<file path="config.mk">
export PLATFORM = sky130hd
export DESIGN_NAME = rx_irq_mode_and_gpo_select
export DESIGN_NICKNAME = d
export VERILOG_FILES = /design/src/rx_irq_pkg.sv /design/src/irq_flag_detect.sv /design/src/rx_irq_mode_and_gpo_select.sv
export SDC_FILE = /design/constraint.sdc
export NUM_CORES = 1
export LEC_CHECK = 0
export BUFFER_PORTS_ARGS = -buffer_cell sky130_fd_sc_hd__buf_2
export CORE_MARGIN = 4
export CORE_UTILIZATION = 50
export CTS_CLUSTER_SIZE = 40
export DETAILED_ROUTE_END_ITERATION = 6
export PLACE_DENSITY = 0.83
export SYNTH_ARGS = -nofsm -noshare
export SYNTH_HDL_FRONTEND = slang
export SYNTH_SLANG_ARGS = --single-unit
export TNS_END_PERCENT = 5
</file>
<file path="constraint.sdc">
create_clock -name mclk -period 4 [get_ports mclk]
set_clock_uncertainty 0.2 [all_clocks]
set_input_delay 0.2 -clock mclk [delete_from_list [all_inputs] [get_ports mclk]]
set_output_delay 0.2 -clock mclk [all_outputs]
set_load 0.01 [all_outputs]
</file>
<file path="src/rx_irq_pkg.sv">
// Register map, field layout and codes for the receiver irq mode and output one select block
package rx_irq_pkg;
  localparam logic [7:0] mode_two_addr = 8'h19;
  localparam logic [7:0] mode_three_addr = 8'h1a;
  localparam logic [7:0] pin_one_addr = 8'h1b;
  localparam logic [7:0] mode_two_reset = 8'h00;
  localparam logic [1:0] mode_three_reset = 2'h0;
  localparam logic [3:0] pin_one_reset = 4'h0;
  localparam int crc_pos = 6;
  localparam int parity_pos = 4;
  localparam int validity_pos = 2;
  localparam int biphase_pos = 0;
  localparam int slip_pos = 0;
  localparam int select_pos = 0;
  localparam int src_count = 6;
  localparam int src_crc = 0;
  localparam int src_parity = 1;
  localparam int src_validity = 2;
  localparam int src_biphase = 3;
  localparam int src_slip = 4;
  localparam int src_buffer = 5;
  typedef enum logic [1:0] {
    mode_rise = 2'b00,
    mode_fall = 2'b01,
    mode_level = 2'b10,
    mode_reserved = 2'b11
  } irq_mode_type;
  typedef enum logic [3:0] {
    sel_low = 4'b0000,
    sel_high = 4'b0001,
    sel_src_irq = 4'b0010,
    sel_tx_irq = 4'b0011,
    sel_rx_irq = 4'b0100,
    sel_preemph = 4'b0101,
    sel_non_audio = 4'b0110,
    sel_non_valid = 4'b0111,
    sel_chan_status = 4'b1000,
    sel_user_data = 4'b1001,
    sel_block_start = 4'b1010,
    sel_copy = 4'b1011,
    sel_generation = 4'b1100,
    sel_parity = 4'b1101,
    sel_rx_sync = 4'b1110,
    sel_tx_sync = 4'b1111
  } pin_select_type;
endpackage

</file>
<file path="src/irq_flag_detect.sv">
// One interrupt source: edge or level detection per two-bit mode
`timescale 1ns/1ps
module irq_flag_detect (
  input wire logic mclk,
  input wire logic nrst,
  input wire logic [1:0] mode,
  input wire logic condition,
  output logic flag
);
  logic last;
  logic next_flag;
  wire rise_seen = condition & ~last;
  wire fall_seen = ~condition & last;
  always_comb begin
    case (rx_irq_pkg::irq_mode_type'(mode))
      rx_irq_pkg::mode_rise: next_flag = rise_seen;
      rx_irq_pkg::mode_fall: next_flag = fall_seen;
      rx_irq_pkg::mode_level: next_flag = condition;
      default: next_flag = 1'b0;
    endcase
  end
  always_ff @(posedge mclk) begin
    if (!nrst) begin
      last <= 1'b0;
      flag <= 1'b0;
    end else begin
      last <= condition;
      flag <= next_flag;
    end
  end
endmodule

</file>
<file path="src/rx_irq_mode_and_gpo_select.sv">
// Receiver interrupt mode registers, per-source flag detection and output pin one selection
// How it works
// - Mode codes: rise, fall, level, reserved
// - Mode two: crc, parity, validity, biphase fields
// - Select field bits 3:0, upper bits zero
// - Code 0 low default, 1 high
// - Code 2: converter interrupt, active low
// - Code 3: transmitter interrupt, active low
// - Code 4: receiver interrupt, active low
// - Code 5: pre-emphasis flag, low when set
// - Code 6: non-audio, high when set
// - Code 7: non-valid, high when set
// - Code 8: channel status bit stream
// - Code 9: user data bit stream
// - Code 10: block start clock
// - Code 11: copy bit, low asserted
// - Code 12: generation bit, low not original
// - Code 13: parity error, active high
// - Code 14: receiver sync clock
// - Code 15: transmitter sync clock
`timescale 1ns/1ps
module rx_irq_mode_and_gpo_select (
  input wire logic mclk,
  input wire logic nrst,
  input wire logic reg_write,
  input wire logic [7:0] reg_addr,
  input wire logic [7:0] reg_wdata,
  output logic [7:0] reg_rdata,
  input wire logic [1:0] buffer_transfer_irq_mode,
  input wire logic chan_crc_err,
  input wire logic parity_err,
  input wire logic validity_err,
  input wire logic biphase_err,
  input wire logic output_slip_err,
  input wire logic buffer_transfer,
  output logic [5:0] source_flags,
  input wire logic src_irq_n,
  input wire logic tx_irq_n,
  input wire logic rx_irq_n,
  input wire logic preemph_set,
  input wire logic non_audio,
  input wire logic non_valid,
  input wire logic chan_status_bit,
  input wire logic user_data_bit,
  input wire logic block_start_clk,
  input wire logic copy_bit,
  input wire logic generation_bit,
  input wire logic rx_sync_clk,
  input wire logic tx_sync_clk,
  output logic general_output_pin_one
);
  logic [7:0] mode_two;
  logic [1:0] mode_three;
  logic [3:0] output_pin_one_source_select;
  logic next_pin;

  // Register writes take effect on the next edge
  wire wr_two = reg_write && (reg_addr == rx_irq_pkg::mode_two_addr);
  wire wr_three = reg_write && (reg_addr == rx_irq_pkg::mode_three_addr);
  wire wr_pin = reg_write && (reg_addr == rx_irq_pkg::pin_one_addr);

  always_ff @(posedge mclk) begin
    if (!nrst) begin
      mode_two <= rx_irq_pkg::mode_two_reset;
      mode_three <= rx_irq_pkg::mode_three_reset;
      output_pin_one_source_select <= rx_irq_pkg::pin_one_reset;
    end else begin
      if (wr_two)
        mode_two <= reg_wdata;
      if (wr_three)
        mode_three <= reg_wdata[1:0];
      if (wr_pin)
        output_pin_one_source_select <= reg_wdata[3:0];
    end
  end

  // Read data is combinational from the address; fixed-zero bits read zero
  wire [7:0] rd_two = mode_two;
  wire [7:0] rd_three = {6'h00, mode_three};
  wire [7:0] rd_pin = {4'h0, output_pin_one_source_select};
  always_comb begin
    case (reg_addr)
      rx_irq_pkg::mode_two_addr: reg_rdata = rd_two;
      rx_irq_pkg::mode_three_addr: reg_rdata = rd_three;
      rx_irq_pkg::pin_one_addr: reg_rdata = rd_pin;
      default: reg_rdata = 8'h00;
    endcase
  end

  // Field extraction per source
  wire [1:0] crc_mode = mode_two[rx_irq_pkg::crc_pos +: 2];
  wire [1:0] parity_mode = mode_two[rx_irq_pkg::parity_pos +: 2];
  wire [1:0] validity_mode = mode_two[rx_irq_pkg::validity_pos +: 2];
  wire [1:0] biphase_mode = mode_two[rx_irq_pkg::biphase_pos +: 2];
  wire [1:0] slip_mode = mode_three[rx_irq_pkg::slip_pos +: 2];

  wire [rx_irq_pkg::src_count*2-1:0] modes = {buffer_transfer_irq_mode, slip_mode, biphase_mode,
    validity_mode, parity_mode, crc_mode};
  wire [rx_irq_pkg::src_count-1:0] conds = {buffer_transfer, output_slip_err, biphase_err,
    validity_err, parity_err, chan_crc_err};

  // Reserved mode code leaves the source silent rather than guessing a behaviour
  genvar i;
  generate
    for (i = 0; i < rx_irq_pkg::src_count; i = i + 1) begin : g_src
      irq_flag_detect irq_flag_detect_i (
        .mclk(mclk),
        .nrst(nrst),
        .mode(modes[i*2 +: 2]),
        .condition(conds[i]),
        .flag(source_flags[i])
      );
    end
  endgenerate

  // Source inputs are same-clock logic, so no synchroniser; pin is registered to stay glitch free
  always_comb begin
    case (rx_irq_pkg::pin_select_type'(output_pin_one_source_select))
      rx_irq_pkg::sel_low: next_pin = 1'b0;
      rx_irq_pkg::sel_high: next_pin = 1'b1;
      rx_irq_pkg::sel_src_irq: next_pin = src_irq_n;
      rx_irq_pkg::sel_tx_irq: next_pin = tx_irq_n;
      rx_irq_pkg::sel_rx_irq: next_pin = rx_irq_n;
      rx_irq_pkg::sel_preemph: next_pin = ~preemph_set;
      rx_irq_pkg::sel_non_audio: next_pin = non_audio;
      rx_irq_pkg::sel_non_valid: next_pin = non_valid;
      rx_irq_pkg::sel_chan_status: next_pin = chan_status_bit;
      rx_irq_pkg::sel_user_data: next_pin = user_data_bit;
      rx_irq_pkg::sel_block_start: next_pin = block_start_clk;
      rx_irq_pkg::sel_copy: next_pin = copy_bit;
      rx_irq_pkg::sel_generation: next_pin = generation_bit;
      rx_irq_pkg::sel_parity: next_pin = parity_err;
      rx_irq_pkg::sel_rx_sync: next_pin = rx_sync_clk;
      rx_irq_pkg::sel_tx_sync: next_pin = tx_sync_clk;
      default: next_pin = 1'b0;
    endcase
  end

  always_ff @(posedge mclk) begin
    if (!nrst)
      general_output_pin_one <= 1'b0;
    else
      general_output_pin_one <= next_pin;
  end
endmodule

</file>
# == Yosys cells after proc, flatten, opt, wreduce, memory -nomap -nowiden ==
# Cells that the tools add are included.
# W data, S select, Z words.
# word_totals
ff_bits,27
latch_bits,0
ram_bits,0
rom_bits,0
elab_cells,89
n_memories,0
# op_classes
addsub,0
mul,0
div,0
n_lt_le_gt_ge,0
eq_ne,30
n_shift,0
n_mux,8
bitwise_logic,25
n_reduce_logical,10
# op_table
op,n
$eq A4 B4 Y1 const B,8
$eq A8 B5 Y1 const B,3
$pmux W8 S3,1
$pmux W1 S3,6
$eq A4 B3 Y1 const B,4
$pmux W1 S16,1
$not A1 Y1,13
$and A1 B1 Y1,12
$eq A2 B1 Y1 const B,6
$eq A2 B2 Y1 const B,6
$logic_not A2 Y1,6
$eq A4 B2 Y1 const B,2
$eq A4 B1 Y1 const B,1
$logic_not A4 Y1,1
$logic_and A1 B1 Y1,3

# == Depth between registers and ports, before layout ==
# logic_depth
ltp_word,3
ltp_mapped,6
depth_no_buf,4

# == Modules after synthesis ==
# From an unflattened synthesis, not the netlist that was laid out.
# hier_totals
cells_unflattened,135
area_unflattened_um2,1373.8
# by_module_without_submodules
module,instances,cells_per_inst,area_per_inst_um2
rx_irq_mode_and_gpo_select,1,93,870.8
irq_flag_detect,6,7,83.8

# == Least setup slack after synthesis ==
# Ideal clock, no wire load.
# synth_timing
path_type,register to register
startpoint,reg output_pin_one_source_select[0]
endpoint,reg general_output_pin_one
setup_ps,121
arrival_ps,1101
slack_ps,2577
path_stages_with_launch,5
path_buffers,1
cell_sequence,dfxtp_1 -> buf_6 -> mux4_1 -> nor2_1 -> o22ai_1
# synth_via
elab_chain_cells,2
# synth_lines
element,line_no,source
start: declaration,rx_irq_mode_and_gpo_select.sv:54,logic [3:0] output_pin_one_source_select;
start signal: assignment,rx_irq_mode_and_gpo_select.sv:66,output_pin_one_source_select <= rx_irq_pkg::pin_one_reset;
start signal: assignment,rx_irq_mode_and_gpo_select.sv:73,output_pin_one_source_select <= reg_wdata[3:0];
$eq A4 B4 Y1 (tied with other cells),rx_irq_mode_and_gpo_select.sv:118,case (rx_irq_pkg::pin_select_type'(output_pin_one_source_select))
$pmux W1 S16 *,rx_irq_mode_and_gpo_select.sv:118,
end signal: assignment,rx_irq_mode_and_gpo_select.sv:143,general_output_pin_one <= next_pin;
end: declaration,rx_irq_mode_and_gpo_select.sv:50,output logic general_output_pin_one
# Mark *: on every way between the ends. The rest lies on a longest branch, timed or not.
# A chain may end at the register's enable or synchronous reset.

# == Worst setup path after layout ==
# layout_timing
startpoint,reg output_pin_one_source_select[1]
endpoint,out reg_rdata[1]
# layout_via
elab_chain_cells,1
# layout_lines
element,line_no,source
$pmux W8 S3,rx_irq_mode_and_gpo_select.sv:82,case (reg_addr)
end: declaration,rx_irq_mode_and_gpo_select.sv:28,"output logic [7:0] reg_rdata,"
# Every way passes these cells.

==> results.md <==
* Clock buffer depth at 2
* Number of setup buffers added after CTS at 0
* Port Buffer Count at 54
* Critical path fanouts, max at 10
* Mapped Cells at 155
* Worst setup EP type: primary output
* Seq/Total Area, Yosys at 40.6%
* GP Congestion at 0.808
* Synth top area cells: dfxtp_1 (41%), mux2i_1 (6.0%), nand3_1 (6.0%)
* Post-synth top flop: dfxtp_1
* 1st-iter DRT viols at 45
* Drt pass-1 iters at 4
* First-pass GRT wire length at 5230 um
* Worst-margin pin slew at roughly 470 ps
* Post-route DRC at 0
* Max_slew headroom at 68.5%
* CTS Buf Count at 3
* Peak VDD IR at 0.270 mV
* Multi-input logic area at roughly 680 um2
* Worst hold-check path type: in2reg
* Die area at 3560 um2
* Initial antenna violation count at 0
* DR WL/cell at between 10 and 15 um
* Core Util, Final at 70.5%
* Die Y at 59.6 um
* Post-synth top area cell: dfxtp_1
* Met2 Usage GRT at ~36%
* Row Count at 18
* Tmin final at approximately 1800 ps
* Grt met1 use at 22.1%
* CP startpoint kind: flop
* Fin nets at 259
* H-tree depth at 1
* Final number of hold-violating endpoints at 0
* Starting Density at 53.3%
* Register area at 541 um2
* Final Max Slew Viols at 0
* Root buf cell: clkbuf_4
* Vias at 1,304
* Post-synthesis cell area at approximately 1300 um2
* Max Freq at between 500 and 600 MHz
* Yosys reg bits at 27
* Unrepaired setup endpoints after global routing: false
* Async SR Flop Fraction at 0%
* Period utilization at 46.1%
* Count of cell types in the netlist at 32
* Synth cell count leaders: dfxtp_1 (27), nand3_1 (16), nor2_1 (13)
* Run status: completed
* Count leader, synth: dfxtp_1
* Hold-fix buffer count after cts at 19
* Finished Layout Cells at 248
* Final wirelength at ~3300 um
* Remaining global-route overflow at 0
* Crit path required time at 3600 ps
* Die Width at 59.6 um
* PostCTS Resize Cnt at 0
* Kind of critical path: reg2out
* Clock net sink count at 27
* Largest net degree at the start of global routing at 25
* Final antenna-violating net count at 0
* YS warnings at 0
* Max-Cap Viols at 0
* Setup TNS at 0 ps
* Met3 usage at around 3.5%
* Synth top area share at around two fifths
* Vias in the first global route at 1,226
* Ant diodes at 0
* GRT Total Usage at between 10% and 20%
* I/O pin total at 55
* FILL cells at approximately 200
* Critical Path AT at 1440 ps
* Mean Syn Cell Area at approximately 8.6 um2
* Post-synth EDFFs at 0
* Final setup fails at 0
* Dpl hpwl at 2380 um
* Syn nets at 195
* Clk Latency, worst-skew pair at around 320 ps
* Proportion of layout cells with a drive suffix above 1 at 29.4%
* Leak at between 0.7 and 0.8 nW
* Cell count after placement at 225
* Clock slew at reported path FFs at 140 ps
* Grt peak-use layer: met2
* Area of the core at 2500 um2
* Pwr Density at around 260 nW/um2
* Post-DR vias/cell at 5.26
* Area Overhead vs Synth at 32.3%
* CTS tree: built
## stage by stage
| stage | total power [mW] | hold slack [ps] | area, um2 | worst slack, ps |
|---|---|---|---|---|
| after global routing | 0.480 | 12.0 | 1760 | 2070 |
| after global placement | 0.332 | 229 | 1550 | 2420 |
| after CTS | 0.459 | 5.67 | 1760 | 2150 |
| final | 0.454 | 25.4 | 1760 | 2160 |
| after floorplan | 0.310 | 122 | 1330 | 2580 |
| after detailed placement | 0.334 | 235 | 1550 | 2290 |
## layout by cell type, fill, tap and decap left out, types with 2 or more instances in the layout
cell type / n
mux2_2: 2
o22ai_1: 2
or3b_2: 2
nor4b_1: 4
o21ai_0: 8
a21oi_1: 9
nand2_1: 9
nand2b_1: 2
and3_1: 2
o21a_1: 4
nand3b_1: 3
a22oi_1: 2
and2_1: 10
o21ai_1: 4
nor2_1: 13
mux2i_1: 8
nand3_1: 16
buf_2: 54
inv_1: 5
dlygate4sd3_1: 19
clkbuf_4: 3
dfxtp_1: 27
nand4_1: 2
## layer usage
layer | vias to the layer above | routed length [um]
li1 | 661 | -
met1 | 589 | 1310
met2 | 46 | 1690
met3 | 8 | 200
met4 | 0 | 64
met5 | - | 0
## cell families after synthesis
logic type | after synthesis | share of synthesized area (%)
DFF | 27 | 40.6
AOI/OAI and AO/OA | 30 | 13.0
muxes | 11 | 9.67
and+or+nand+nor | 67 | 28.1
buffers and inverters | 20 | 8.73
## final timing paths
path | from | endpoint | slack, ps | depth (start not counted)
min reg2reg | mode_two[6] | mode_two[6] | 300 | 2
max reg2reg | output_pin_one_source_select[0] | general_output_pin_one | 2420 | 3
max | output_pin_one_source_select[1] | reg_rdata[1] | 2160 | 4
min | buffer_transfer_irq_mode[1] | g_src[5].irq_flag_detect_i.flag | 30 | 3
## state kept, by name, indices dropped and copies added (netlist names)
signal,count
output_pin_one_source_select,4
general_output_pin_one,1
g_src.irq_flag_detect_i.flag,6
mode_three,2
g_src.irq_flag_detect_i.last,6
mode_two,8
## worst max-delay path, cell delays in order, from the launching register on
cell and delay, ps:
dfxtp_1 570, mux2_2 240, a22oi_1 60, nor2_1 100
buf_2 140
## final cells by class
type                       count  area share, %
multi-input combinational    108           38.3
inverter                       6           1.28
timing repair buffer          73           26.1
clock buffer                   4           1.49
tap                           30           2.13
sequential                    27           30.7
## power by group
group / switching [mW] / internal, mW / total, mW
Combinational: 0.0279 / 0.0352 / 0.0631
Sequential: 0.00156 / 0.275 / 0.277
Clock: 0.0751 / 0.0390 / 0.114
Total: 0.105 / 0.350 / 0.454
Power figures use the tool's default switching activity.
